`src/verilog/aux_timer_pkg.sv`:
```
// Shared constants for the auxiliary interrupt and counter/timer block
package aux_timer_pkg;

  // ----------------------------------------------------------------
  // Register addresses on the four-bit CPU address
  // ----------------------------------------------------------------
  localparam logic [3:0] ADDR_AUX_CTRL = 4'h4; // Write: auxiliary_control
  localparam logic [3:0] ADDR_IN_CHANGE = 4'h4; // Read: input_change_register
  localparam logic [3:0] ADDR_IRQ_MASK = 4'h5; // Write: interrupt_mask
  localparam logic [3:0] ADDR_IRQ_STATUS = 4'h5; // Read: interrupt_status
  localparam logic [3:0] ADDR_PRESET_UP = 4'h6; // Write: count_preset_upper
  localparam logic [3:0] ADDR_VALUE_UP = 4'h6; // Read: count_value_upper
  localparam logic [3:0] ADDR_PRESET_LO = 4'h7; // Write: count_preset_lower
  localparam logic [3:0] ADDR_VALUE_LO = 4'h7; // Read: count_value_lower
  localparam logic [3:0] ADDR_PIN_SEL = 4'hD; // Write: output_pin_source_select
  localparam logic [3:0] ADDR_OUT_SET = 4'hE; // Write: set output_register bits
  localparam logic [3:0] ADDR_OUT_CLR = 4'hF; // Write: clear output_register bits
  localparam logic [3:0] ADDR_CT_START = 4'hE; // Read: start counter command
  localparam logic [3:0] ADDR_CT_STOP = 4'hF; // Read: stop counter command

  // ----------------------------------------------------------------
  // Reset values
  // ----------------------------------------------------------------
  localparam logic [7:0] AUX_CTRL_RST = 8'h60; // Timer mode, crystal source
  localparam logic [7:0] IRQ_MASK_RST = 8'h00;
  localparam logic [7:0] IRQ_STATUS_RST = 8'h00;
  localparam logic [7:0] PIN_SEL_RST = 8'h00;
  localparam logic [7:0] OUT_REG_RST = 8'h00;
  localparam logic [15:0] PRESET_RST = 16'h0002; // Smallest legal preset
  localparam logic [15:0] CT_ONE = 16'h0001; // Last count of a half period
  localparam logic [3:0] PRESCALE_LAST = 4'hF; // Divide-by-16 wrap value

  // ----------------------------------------------------------------
  // Field positions
  // ----------------------------------------------------------------
  localparam int AUX_BAUD_SET = 7; // Baud-rate set select
  localparam int AUX_MODE_LSB = 4; // Counter/timer mode and source
  localparam int AUX_MODE_MSB = 6; // High bit set means timer mode
  localparam int ST_IN_CHANGE = 7;
  localparam int ST_B_BREAK = 6;
  localparam int ST_B_RX = 5;
  localparam int ST_B_TX = 4;
  localparam int ST_CT_READY = 3;
  localparam int ST_A_BREAK = 2;
  localparam int ST_A_RX = 1;
  localparam int ST_A_TX = 0;
  localparam int SEL_PIN4 = 4; // One bit for output pin 4
  localparam int SEL_PIN3_LSB = 2; // Two bits for output pin 3
  localparam int SEL_PIN2_LSB = 0; // Two bits for output pin 2

  // ----------------------------------------------------------------
  // Counter run state
  // ----------------------------------------------------------------
  typedef enum logic [1:0] {
    CT_STOPPED = 2'b01,
    CT_COUNTING = 2'b10
  } ct_state_t;

endpackage

```
`src/verilog/pin_sense_if.sv`:
```
// Carrier for synchronised input pin levels and their change pulses
`timescale 1ns/1ps
interface pin_sense_if;
  logic [3:0] level; // Synchronised pin levels
  logic [3:0] change; // One-cycle pulse per transition
  modport src (output level, output change);
  modport dst (input level, input change);
endinterface

```
`src/verilog/uart_aux_irq_timer_ctrl.sv`:
```
// Auxiliary control: counter/timer, interrupt status and output pin select
`timescale 1ns/1ps
module uart_aux_irq_timer_ctrl
  import aux_timer_pkg::*;
(
  // Clock and reset
  input wire logic core_clk_i,
  input wire logic rstn_i,
  // CPU register port
  input wire logic [3:0] cpu_addr_i,
  input wire logic [7:0] cpu_wdata_i,
  input wire logic cpu_rd_i,
  input wire logic cpu_wr_i,
  output logic [7:0] cpu_rdata_o,
  // Input pins 0 to 3
  input wire logic [3:0] input_pin_i,
  // Channel status from the serial cores
  input wire logic ch_a_tx_ready_i,
  input wire logic ch_b_tx_ready_i,
  input wire logic ch_a_break_edge_i,
  input wire logic ch_b_break_edge_i,
  input wire logic ch_a_break_clr_i,
  input wire logic ch_b_break_clr_i,
  input wire logic ch_a_rx_push_i,
  input wire logic ch_b_rx_push_i,
  input wire logic ch_a_rx_pop_i,
  input wire logic ch_b_rx_pop_i,
  input wire logic ch_a_fifo_full_i,
  input wire logic ch_b_fifo_full_i,
  input wire logic ch_a_fifo_nonempty_i,
  input wire logic ch_b_fifo_nonempty_i,
  input wire logic ch_a_full_mode_i,
  input wire logic ch_b_full_mode_i,
  // Channel clocks from the serial cores
  input wire logic ch_a_tx16_clk_i,
  input wire logic ch_a_tx1_clk_i,
  input wire logic ch_a_rx1_clk_i,
  input wire logic ch_b_tx1_clk_i,
  input wire logic ch_b_rx1_clk_i,
  // Interrupt and pins
  output logic interrupt_out_n_o,
  output logic [2:0] output_pin_o,
  output logic [2:0] output_pin_oe_o,
  output logic [7:0] output_register_o,
  // Baud-rate generator set
  output logic baud_set_two_o
);

  // ----------------------------------------------------------------
  // Local functions
  // ----------------------------------------------------------------

  // Sticky flag update; a set in the clearing cycle wins
  function automatic logic sticky(input logic q, input logic set, input logic clr);
    sticky = set | (q & ~clr);
  endfunction

  // Receive status set term for one channel
  function automatic logic rx_set(input logic push, input logic full,
                                  input logic full_mode, input logic popped,
                                  input logic nonempty);
    rx_set = full_mode ? (push & full) : (push | (popped & nonempty));
  endfunction

  // ----------------------------------------------------------------
  // Reset release
  // ----------------------------------------------------------------
  logic [1:0] rst_pipe_q; // Two-stage release of the reset
  logic rst_n; // Synchronously released reset

  // Assert at once, release after two edges
  always_ff @(posedge core_clk_i or negedge rstn_i) begin
    if (!rstn_i) begin
      rst_pipe_q <= 2'b00;
    end else begin
      rst_pipe_q <= {rst_pipe_q[0], 1'b1};
    end
  end
  assign rst_n = rst_pipe_q[1];

  // ----------------------------------------------------------------
  // Input pin synchronisation
  // ----------------------------------------------------------------
  pin_sense_if sense ();

  input_change_detect u_detect (
    .clk_i(core_clk_i),
    .rst_n_i(rst_n),
    .pin_i(input_pin_i),
    .sense(sense.src)
  );

  // ----------------------------------------------------------------
  // Bus decode
  // ----------------------------------------------------------------
  wire wr_aux = cpu_wr_i & (cpu_addr_i == ADDR_AUX_CTRL);
  wire wr_mask = cpu_wr_i & (cpu_addr_i == ADDR_IRQ_MASK);
  wire wr_pre_up = cpu_wr_i & (cpu_addr_i == ADDR_PRESET_UP);
  wire wr_pre_lo = cpu_wr_i & (cpu_addr_i == ADDR_PRESET_LO);
  wire wr_sel = cpu_wr_i & (cpu_addr_i == ADDR_PIN_SEL);
  wire wr_oset = cpu_wr_i & (cpu_addr_i == ADDR_OUT_SET);
  wire wr_oclr = cpu_wr_i & (cpu_addr_i == ADDR_OUT_CLR);
  wire rd_change = cpu_rd_i & (cpu_addr_i == ADDR_IN_CHANGE);
  wire ct_start = cpu_rd_i & (cpu_addr_i == ADDR_CT_START);
  wire ct_stop = cpu_rd_i & (cpu_addr_i == ADDR_CT_STOP);

  // ----------------------------------------------------------------
  // Software registers
  // ----------------------------------------------------------------
  logic [7:0] aux_q; // auxiliary_control
  logic [7:0] mask_q; // interrupt_mask
  logic [7:0] sel_q; // output_pin_source_select
  logic [7:0] opr_q; // output_register
  logic [15:0] preset_q; // Preset, write-only to the CPU

  // Plain stores; the output register takes set and clear masks
  always_ff @(posedge core_clk_i or negedge rst_n) begin
    if (!rst_n) begin
      aux_q <= AUX_CTRL_RST;
      mask_q <= IRQ_MASK_RST;
      sel_q <= PIN_SEL_RST;
      opr_q <= OUT_REG_RST;
      preset_q <= PRESET_RST;
    end else begin
      if (wr_aux) begin
        aux_q <= cpu_wdata_i;
      end
      if (wr_mask) begin
        mask_q <= cpu_wdata_i;
      end
      if (wr_sel) begin
        sel_q <= cpu_wdata_i;
      end
      if (wr_oset) begin
        opr_q <= opr_q | cpu_wdata_i;
      end else if (wr_oclr) begin
        opr_q <= opr_q & ~cpu_wdata_i;
      end
      // No guard below two; software keeps the preset legal
      if (wr_pre_up) begin
        preset_q[15:8] <= cpu_wdata_i;
      end
      if (wr_pre_lo) begin
        preset_q[7:0] <= cpu_wdata_i;
      end
    end
  end

  assign baud_set_two_o = aux_q[AUX_BAUD_SET];
  assign output_register_o = opr_q;

  // ----------------------------------------------------------------
  // Counter/timer clock sources
  // ----------------------------------------------------------------
  logic [3:0] xtal_div_q; // Crystal divide-by-16
  logic [3:0] ip2_div_q; // Input pin 2 divide-by-16
  logic ip2_last_q; // Previous pin 2 level
  logic txa_last_q; // Previous channel A tx clock
  logic txb_last_q; // Previous channel B tx clock

  wire xtal16_tick = (xtal_div_q == PRESCALE_LAST);
  wire ip2_edge = sense.level[2] & ~ip2_last_q;
  wire ip2_16_tick = ip2_edge & (ip2_div_q == PRESCALE_LAST);
  wire txa_edge = ch_a_tx1_clk_i & ~txa_last_q;
  wire txb_edge = ch_b_tx1_clk_i & ~txb_last_q;

  // Each source becomes a one-cycle count enable
  always_ff @(posedge core_clk_i or negedge rst_n) begin
    if (!rst_n) begin
      xtal_div_q <= 4'h0;
      ip2_div_q <= 4'h0;
      ip2_last_q <= 1'b0;
      txa_last_q <= 1'b0;
      txb_last_q <= 1'b0;
    end else begin
      xtal_div_q <= xtal_div_q + 4'h1;
      ip2_div_q <= ip2_edge ? ip2_div_q + 4'h1 : ip2_div_q;
      ip2_last_q <= sense.level[2];
      txa_last_q <= ch_a_tx1_clk_i;
      txb_last_q <= ch_b_tx1_clk_i;
    end
  end

  // Index is the mode field; codes 0-3 count, 4-7 time
  wire [7:0] src_ticks = {xtal16_tick, 1'b1, ip2_16_tick, ip2_edge,
                          xtal16_tick, txb_edge, txa_edge, ip2_edge};
  wire ct_tick = src_ticks[aux_q[AUX_MODE_MSB:AUX_MODE_LSB]];
  wire is_timer = aux_q[AUX_MODE_MSB];

  // ----------------------------------------------------------------
  // Counter/timer core
  // ----------------------------------------------------------------
  logic [15:0] cnt_q; // Live count
  logic [15:0] cnt_d;
  logic sq_q; // Timer square wave
  logic sq_d;
  logic ct_out_q; // Counter-mode output, high until terminal count
  logic ct_out_d;
  ct_state_t ct_state_q; // Counter-mode run state
  ct_state_t ct_state_d;

  wire counting = (ct_state_q == CT_COUNTING);
  wire half_end = ct_tick & (cnt_q == CT_ONE); // Count reaches zero
  wire advance = ct_tick & (is_timer | counting); // Timer never stops
  wire term_cnt = ~is_timer & counting & half_end;
  wire timer_ready = is_timer & half_end & ~sq_q;

  // Timer reloads each half period, so a new preset waits its turn
  assign cnt_d = ct_start ? preset_q :
                 (advance & is_timer & half_end) ? preset_q :
                 advance ? cnt_q - CT_ONE : cnt_q;

  // Toggle once per half period for a period of twice the preset
  assign sq_d = ct_start ? 1'b1 :
                (is_timer & half_end) ? ~sq_q : sq_q;

  // Stop restores the high level; terminal count pulls it low
  assign ct_out_d = ct_stop ? 1'b1 :
                    term_cnt ? 1'b0 : ct_out_q;

  // Start runs the counter, stop halts it
  always_comb begin
    ct_state_d = ct_state_q;
    unique case (ct_state_q)
      CT_STOPPED: begin
        if (ct_start) begin
          ct_state_d = CT_COUNTING;
        end
      end
      CT_COUNTING: begin
        if (ct_stop) begin
          ct_state_d = CT_STOPPED;
        end
      end
      default: begin
        ct_state_d = CT_STOPPED;
      end
    endcase
  end

  // Counter/timer storage
  always_ff @(posedge core_clk_i or negedge rst_n) begin
    if (!rst_n) begin
      cnt_q <= PRESET_RST;
      sq_q <= 1'b1;
      ct_out_q <= 1'b1;
      ct_state_q <= CT_STOPPED;
    end else begin
      cnt_q <= cnt_d;
      sq_q <= sq_d;
      ct_out_q <= ct_out_d;
      ct_state_q <= ct_state_d;
    end
  end

  // ----------------------------------------------------------------
  // Input change register
  // ----------------------------------------------------------------
  logic [3:0] chg_q; // Latched changes on pins 3 to 0

  // A change in the reading cycle survives the clear
  wire [3:0] chg_d = sense.change | (chg_q & ~{4{rd_change}});

  // Change latch storage
  always_ff @(posedge core_clk_i or negedge rst_n) begin
    if (!rst_n) begin
      chg_q <= 4'h0;
    end else begin
      chg_q <= chg_d;
    end
  end

  // ----------------------------------------------------------------
  // Interrupt status
  // ----------------------------------------------------------------
  logic [7:0] stat_q; // Sticky status bits; tx ready bits unused here
  logic a_popped_q; // Channel A FIFO popped last cycle
  logic b_popped_q; // Channel B FIFO popped last cycle
  logic [7:0] stat_d;

  wire in_chg_set = |(sense.change & aux_q[3:0]);
  wire a_rx_set = rx_set(ch_a_rx_push_i, ch_a_fifo_full_i, ch_a_full_mode_i,
                         a_popped_q, ch_a_fifo_nonempty_i);
  wire b_rx_set = rx_set(ch_b_rx_push_i, ch_b_fifo_full_i, ch_b_full_mode_i,
                         b_popped_q, ch_b_fifo_nonempty_i);

  // Next status; every set wins over its clear
  always_comb begin
    stat_d = stat_q;
    stat_d[ST_IN_CHANGE] = sticky(stat_q[ST_IN_CHANGE], in_chg_set, rd_change);
    stat_d[ST_B_BREAK] = sticky(stat_q[ST_B_BREAK], ch_b_break_edge_i,
                                ch_b_break_clr_i);
    stat_d[ST_A_BREAK] = sticky(stat_q[ST_A_BREAK], ch_a_break_edge_i,
                                ch_a_break_clr_i);
    stat_d[ST_B_RX] = sticky(stat_q[ST_B_RX], b_rx_set, ch_b_rx_pop_i);
    stat_d[ST_A_RX] = sticky(stat_q[ST_A_RX], a_rx_set, ch_a_rx_pop_i);
    stat_d[ST_CT_READY] = sticky(stat_q[ST_CT_READY], timer_ready | term_cnt,
                                 ct_stop);
    stat_d[ST_B_TX] = 1'b0;
    stat_d[ST_A_TX] = 1'b0;
  end

  // Status storage, zero after reset
  always_ff @(posedge core_clk_i or negedge rst_n) begin
    if (!rst_n) begin
      stat_q <= IRQ_STATUS_RST;
      a_popped_q <= 1'b0;
      b_popped_q <= 1'b0;
    end else begin
      stat_q <= stat_d;
      a_popped_q <= ch_a_rx_pop_i;
      b_popped_q <= ch_b_rx_pop_i;
    end
  end

  // Transmitter-ready bits follow the cores directly
  wire [7:0] status = {stat_q[7:5], ch_b_tx_ready_i, stat_q[3:1],
                       ch_a_tx_ready_i};

  // ----------------------------------------------------------------
  // Read data
  // ----------------------------------------------------------------
  // Count bytes read live; a carry between two reads can tear the value
  wire [7:0] rd_mux = (cpu_addr_i == ADDR_IN_CHANGE) ? {chg_q, sense.level} :
                      (cpu_addr_i == ADDR_IRQ_STATUS) ? status :
                      (cpu_addr_i == ADDR_VALUE_UP) ? cnt_q[15:8] :
                      (cpu_addr_i == ADDR_VALUE_LO) ? cnt_q[7:0] :
                      8'h00;

  // ----------------------------------------------------------------
  // Output pin sources
  // ----------------------------------------------------------------
  wire [1:0] sel3 = sel_q[SEL_PIN3_LSB+1:SEL_PIN3_LSB];
  wire [1:0] sel2 = sel_q[SEL_PIN2_LSB+1:SEL_PIN2_LSB];
  wire ct_pin = is_timer ? sq_q : ct_out_q;

  // Pin 4: unmasked receive status in open-collector form
  wire p4_val = sel_q[SEL_PIN4] ? ~stat_q[ST_A_RX] : ~opr_q[4];
  wire p4_oe = sel_q[SEL_PIN4] ? ~p4_val : 1'b1;

  // Pin 3: counter output is open-collector, clocks push-pull
  wire p3_val = (sel3 == 2'b00) ? ~opr_q[3] :
                (sel3 == 2'b01) ? ct_pin :
                (sel3 == 2'b10) ? ch_b_tx1_clk_i : ch_b_rx1_clk_i;
  wire p3_oe = (sel3 == 2'b01) ? ~ct_pin : 1'b1;

  // Pin 2: the 16X clock arrives already as 1X when the core says so
  wire p2_val = (sel2 == 2'b00) ? ~opr_q[2] :
                (sel2 == 2'b01) ? ch_a_tx16_clk_i :
                (sel2 == 2'b10) ? ch_a_tx1_clk_i : ch_a_rx1_clk_i;

  // ----------------------------------------------------------------
  // Output registers
  // ----------------------------------------------------------------
  // Registered outputs add one cycle to forwarded clocks
  always_ff @(posedge core_clk_i or negedge rst_n) begin
    if (!rst_n) begin
      cpu_rdata_o <= 8'h00;
      interrupt_out_n_o <= 1'b1;
      output_pin_o <= 3'h7;
      output_pin_oe_o <= 3'h7;
    end else begin
      if (cpu_rd_i) begin
        cpu_rdata_o <= rd_mux;
      end
      interrupt_out_n_o <= ~|(status & mask_q);
      output_pin_o <= {p4_val, p3_val, p2_val};
      output_pin_oe_o <= {p4_oe, p3_oe, 1'b1};
    end
  end

endmodule

```
`src/verilog/input_change_detect.sv`:
```
// Synchroniser and change-of-state detector for input pins 0 to 3
`timescale 1ns/1ps
module input_change_detect (
  // Clock and reset
  input wire logic clk_i,
  input wire logic rst_n_i,
  // Raw pins
  input wire logic [3:0] pin_i,
  // Synchronised result
  pin_sense_if.src sense
);

  // ----------------------------------------------------------------
  // Storage
  // ----------------------------------------------------------------
  logic [3:0] meta_q; // First stage, read only by the second stage
  logic [3:0] sync_q; // Second stage, safe to use
  logic [3:0] last_q; // Previous safe level for edge finding

  // ----------------------------------------------------------------
  // Three stages per pin
  // ----------------------------------------------------------------
  genvar g;
  generate
    for (g = 0; g < 4; g++) begin : g_pin
      // A lone transition yields exactly one change pulse
      always_ff @(posedge clk_i or negedge rst_n_i) begin
        if (!rst_n_i) begin
          meta_q[g] <= 1'b0;
          sync_q[g] <= 1'b0;
          last_q[g] <= 1'b0;
        end else begin
          meta_q[g] <= pin_i[g];
          sync_q[g] <= meta_q[g];
          last_q[g] <= sync_q[g];
        end
      end
    end
  endgenerate

  assign sense.level = sync_q;
  assign sense.change = sync_q ^ last_q;

endmodule

```
`config.mk`:
```
export PLATFORM = sky130hd
export DESIGN_NAME = uart_aux_irq_timer_ctrl
export DESIGN_NICKNAME = d
export VERILOG_FILES = /design/src/verilog/aux_timer_pkg.sv /design/src/verilog/pin_sense_if.sv /design/src/verilog/uart_aux_irq_timer_ctrl.sv /design/src/verilog/input_change_detect.sv
export SDC_FILE = /design/constraint.sdc
export NUM_CORES = 1
export LEC_CHECK = 0
export ABC_AREA = 1
export BUFFER_PORTS_ARGS = -buffer_cell sky130_fd_sc_hd__buf_2
export CORE_MARGIN = 1
export CORE_UTILIZATION = 35
export DETAILED_ROUTE_END_ITERATION = 10
export SLEW_MARGIN = 20
export SYNTH_ARGS = -nofsm -noshare
export SYNTH_HDL_FRONTEND = slang
export SYNTH_SLANG_ARGS = --single-unit
```
`constraint.sdc`:
```
create_clock -name core_clk_i -period 4.1 [get_ports core_clk_i]
set_input_delay 0.205 -clock core_clk_i [delete_from_list [all_inputs] [get_ports core_clk_i]]
set_output_delay 0.205 -clock core_clk_i [all_outputs]
set_load 0.01 [all_outputs]
```
* Yosys cells after proc, flatten, opt, wreduce, memory -nomap -nowiden
Cells that the tools add are included.
Word-level totals: register bits after elaboration 115, input bits 41, output and inout bits 24
Cells by class: add/subtract/negate cells 3, magnitude comparators 1, equality and inequality tests 18, mux-type cells 30, bitwise gates (word level) 68, reductions and logical operators 10
Operators with widths (count):
- 16-bit 2-to-1 mux | 3
- 8-bit 2-to-1 mux | 6
- 1-bit AND | 32
- 4-bit == test, second input constant | 5
- 1-bit 2-to-1 mux | 17
- 1-bit NOT | 17
- 8-bit AND | 2
- 16-bit by 1-bit == test with 1-bit output, second input constant | 1
- 4-bit by 3-bit == test with 1-bit output, second input constant | 4
- 16-bit by 1-bit subtractor with 16-bit output, second input constant | 1
- 1-bit bitwise OR | 10
- 4-bit by 1-bit adder with 4-bit output, second input constant | 2
- 4-bit AND | 2
- 8-bit NOT | 1
- 8-bit bitwise OR | 1
- 8-bit OR reduction | 1
- 2-bit by 1-bit == test with 1-bit output, second input constant | 3
- 2-bit == test, second input constant | 3
- 2-bit nonzero test | 3
- 2-bit logical NOT | 2
- 3-bit by 4-bit < comparator with 1-bit output, second input constant | 1
- 2-bit 2-to-1 mux | 2
- 2-bit != test, second input constant | 2
- 4-bit NOT | 1
- other kinds (8) | 8

* Logic depth before layout (Yosys ltp)
depth in word-level cells 10, mapped depth 11, gate-level depth less buffers 10

* Hierarchy
From an unflattened synthesis, not the netlist that was laid out.
Second synthesis, totals: cells, all modules 615, area, all modules 5454.0 µm²
By module, submodules not included:
- uart_aux_irq_timer_ctrl | times used 1, cells an instance 583, area each 5078.6 µm²
- input_change_detect | times used 1, cells an instance 32, area each 375.4 µm²

* Least setup slack after synthesis
Ideal clock, no wire load.
path type register to register, from register aux_q[6], to register cnt_q[11], library setup time 0.125 ns, arrival 1.450 ns, setup slack 2.525 ns, stages on the path, launching flop included 12, buffers on the path 2, period minus slack after synthesis 1.575 ns, cells stage by stage dfstp_2 buf_4 nand2_1 o21ai_1 nand2_1 nand2_2 nand3b_2 nand2_1 inv_2 buf_6 nand2_1 nand3_1
On the way: word-level cells in the longest chain between the ends 7
Ends and longest elaborated chain:
- start, declared | line uart_aux_irq_timer_ctrl.sv:110 | logic [7:0] aux_q;
- start signal, assigned | line uart_aux_irq_timer_ctrl.sv:126 | aux_q <= cpu_wdata_i;
- 1-bit binary-select mux with 3-bit select | line uart_aux_irq_timer_ctrl.sv:187 | wire ct_tick = src_ticks[aux_q[AUX_MODE_MSB:AUX_MODE_LSB]];
- 1-bit 2-to-1 mux (not written as such) | line uart_aux_irq_timer_ctrl.sv:187
- 1-bit AND | line uart_aux_irq_timer_ctrl.sv:204 | wire advance = ct_tick & (is_timer | counting);
- 1-bit AND (2 in a row) | line uart_aux_irq_timer_ctrl.sv:210 | (advance & is_timer & half_end) ? preset_q :
- 16-bit 2-to-1 mux | line uart_aux_irq_timer_ctrl.sv:210
- 16-bit 2-to-1 mux | line uart_aux_irq_timer_ctrl.sv:209 | assign cnt_d = ct_start ? preset_q :
- end signal, assigned | line uart_aux_irq_timer_ctrl.sv:249 | cnt_q <= cnt_d;
- end, declared | line uart_aux_irq_timer_ctrl.sv:193 | logic [15:0] cnt_q;
Several ways; a longest one is shown, not always the timed one. The select of a mux whose other input is x is not followed. A chain may end at the register's enable or synchronous reset.

* Worst setup path after layout
from register aux_q[6], to register cnt_q[4]
Same word-level chain as after synthesis.

==> impl_metrics.env <==
export IMPL_tightest_slew_ps=1050
export IMPL_grt_util_all_layers=0.182
export IMPL_ys_seq_area_frac=0.562
export IMPL_drtIter0Drc=322
export IMPL_final_core_util=0.457
export IMPL_yosys_register_bits=115
export IMPL_clk_latency_ps=410
export IMPL_gr_total_overflow=0
export IMPL_fillers=1394
export IMPL_p_clk_frac=0.409
export IMPL_cts_resized_gates=0
export IMPL_fin_crit_ps=1870
export IMPL_n_antenna_cell=0
export IMPL_rows=43
export IMPL_slew_violations=0
export IMPL_syn2layout_area_growth_pct=25.1
export IMPL_power_frac_comb=0.206
export IMPL_vias=4151
export IMPL_cp_required_ps=4440
export IMPL_clockRootBuffer="clkbuf_16"
export IMPL_final_setup_tns_ps=0
export IMPL_synth_top_area_frac=0.495
export IMPL_detail_route_first_pass_iterations=5
export IMPL_syn_cell_area_mm2=0.00515
export IMPL_multiInputGateArea_mm2=0.00193
export IMPL_hold_viol_final=0
export IMPL_period_share=0.456
export IMPL_worst_clock_skew_ps=5.49
export IMPL_clockBufferDepth=2
export IMPL_cts_tree="built"
export IMPL_relSlewSlack=0.298
export IMPL_peakVddDrop_mv=0.302
export IMPL_layout_common_cells="nand2_1, dfrtp_1, buf_2"
export IMPL_setup_viol=0
export IMPL_critPathKind="reg -> reg"
export IMPL_ys_types=38
export IMPL_grt_pass1_wl_um=20300
export IMPL_fin_nets=705
export IMPL_drive_above_1_share=0.195
export IMPL_arrival_ps=2210
export IMPL_leakagePower_uw=0.00311
export IMPL_routed_wl_um=12600
export IMPL_syn_inst=577
export IMPL_die_h_um=123
export IMPL_coreArea_mm2=0.0141
export IMPL_status="complete, no violations"
export IMPL_internal_power_uw=2890
export IMPL_crit_path_max_fanout=13
export IMPL_yosysWarnings=0
export IMPL_yosysTopAreaCell="dfrtp_1"
export IMPL_port_buffers=63
export IMPL_ios=65
export IMPL_h_tree_depth=4
export IMPL_hp_class="in -> reg"
export IMPL_cap_viol_max_count=0
export IMPL_hpwl_um=9290
export IMPL_clkSinkCount=115
export IMPL_vias_per_cell=4.87
export IMPL_antenna_found_initial=0
export IMPL_antenna_left=0
export IMPL_gp_congestion=0.910
export IMPL_startpoint_type="register"
export IMPL_pwr_density_cell_mw_per_mm2=643
export IMPL_regArea_mm2=0.00290
export IMPL_netlist_top_cells_area="dfrtp_1, nand2_1, dfstp_2"
export IMPL_design_die_area_mm2=0.0152
export IMPL_rsz0062_at_grt="no"
export IMPL_seq_power_share=0.385
export IMPL_fmax_ghz=0.535
export IMPL_drc=0
export IMPL_start_util=0.366
export IMPL_p_sw_frac=0.302
export IMPL_wl_per_cell_um=14.8
export IMPL_clk_pin_slew_ps=50
export IMPL_grt_pass1_vias=3975
export IMPL_postSynthAreaPerCell_um2=8.93
export IMPL_final_common_cell="nand2_1"
export IMPL_grt_max_degree=53
export IMPL_crit_path_end_kind="register"
export IMPL_die_w_um=123
export IMPL_p_sw_uw=1250
export IMPL_cts_buffers=17
synth_stat cells:
| cell | instances |
|---|---|
| nand2_1 | 150 |
| dfrtp_1 | 102 |
| inv_1 | 57 |
| o21ai_0 | 52 |
| nor2_1 | 37 |
| nand3_1 | 36 |
| a21oi_1 | 20 |
| nand4_1 | 19 |
| dfstp_2 | 13 |
| a31oi_1 | 12 |
| xor2_1 | 10 |
| inv_2 | 6 |
| o221ai_1 | 6 |
| buf_2 | 5 |
| clkbuf_1 | 5 |
| ha_1 | 5 |
| o22ai_1 | 5 |
| xnor2_1 | 5 |
| nand2_2 | 4 |
| buf_4 | 3 |
| nor2_2 | 3 |
| nor2_4 | 3 |
| buf_6 | 2 |
| o211ai_1 | 2 |
| o21bai_1 | 2 |
| a211oi_1 | 1 |
| a41oi_1 | 1 |
| buf_1 | 1 |
| conb_1 | 1 |
| mux2_2 | 1 |
| nand2_4 | 1 |
| nand3b_1 | 1 |
| nand3b_2 | 1 |
| nand4_4 | 1 |
| nor3_1 | 1 |
| o21ai_1 | 1 |
| o311ai_0 | 1 |
| or2_1 | 1 |
cells by family after synthesis:
group / count (synthesis) / share of synthesized area
and+or+nand+nor: 258 / 0.221
DFF: 115 / 0.562
AOI/OAI and AO/OA: 103 / 0.112
buffers and inverters: 79 / 0.0639
xor gates and xnor gates: 15 / 0.0255
adders and majority gates: 5 / 0.0121
other: 1 / 0.000728
muxes: 1 / 0.00219
registers in the layout, indices dropped and copies added (netlist names), 3 cells and up, named ones only:
name,cells
cnt_q,16
chg_q,4
output_pin_o,3
u_detect.meta_q,4
stat_q,6
cpu_rdata_o,8
xtal_div_q,4
u_detect.sense.level,4
ip2_div_q,4
sel_q,5
mask_q,8
u_detect.last_q,4
preset_q,16
aux_q,8
timing repair:
item | 4_1_cts | 5_1_grt
endpoints found under the setup margin | 0 | 0
setup buffers | 0 | 0
hold endpoints to repair | 12 | 0
hold buffers | 13 | 0
stage by stage:
stage	setup WS [ps]	cell area, um^2	hold slack [ps]	std cells	power [uW]
finish	2230	6450	13.0	852	4150
global route	2020	6450	11.1	852	4390
CTS	2240	6450	0.501	852	4170
detailed placement	2170	5620	-8.60	807	2450
global placement	2220	5620	-10.1	807	2430
floorplan	682	5160	-90.6	578	2160
worst paths after layout:
check | startpoint | to | slack [ps] | depth (start not counted)
worst max-delay path | aux_q[6]$_DFFE_PN1P_ | cnt_q[4]$_DFFE_PN0P_ | 2230 | 8
worst min-delay path | cpu_wdata_i[5] | register | 10 | 2
worst max register to register | aux_q[6]$_DFFE_PN1P_ | cnt_q[4]$_DFFE_PN0P_ | 2230 | 8
worst min register to register | u_detect.meta_q[1]$_DFF_PN0_ | u_detect.sense.level[1]$_DFF_PN0_ | 340 | 0
max in group asynchronous | rst_pipe_q[1]$_DFF_PN0_ | output_pin_oe_o[1]$_DFF_PN1_ | 2790 | 1
min in group asynchronous | rstn_i | rst_pipe_q[1]$_DFF_PN0_ | 110 | 2
per-layer routing:
layer	global-route usage	vias up	wire length, um
met5	0	-	0
met4	0.0572	0	95
met3	0.0470	7	663
met2	0.274	122	5810
met1	0.254	1945	6070
li1	-	2077	-
cell type report:
type,instances,share of cell area
Inverter,63,0.0367
Multi-Input combinational cell,384,0.300
Timing Repair Buffer,78,0.0714
Tap cell,180,0.0349
Clock inverter,12,0.0351
Clock buffer,20,0.0724
Sequential cell,115,0.450
critical path, stage by stage, from the launching register on:
cell and delay [ps]:
dfstp_2 640, nand2_1 80, o21ai_1 110, nand2_1 70, nand2_2 150, nand2_1 80
nor2_2 380, nand4_1 180, nand3_1 110
power groups by stage:
stage / combinational (uW) / sequential (uW) / clock, uW
final: 856 / 1600 / 1700
after global routing: 985 / 1630 / 1770
after CTS: 860 / 1590 / 1710
after detailed placement: 841 / 1610 / 0
after global placement: 828 / 1610 / 0
after floorplan: 595 / 1570 / 0
Power figures use the tool's default switching activity.
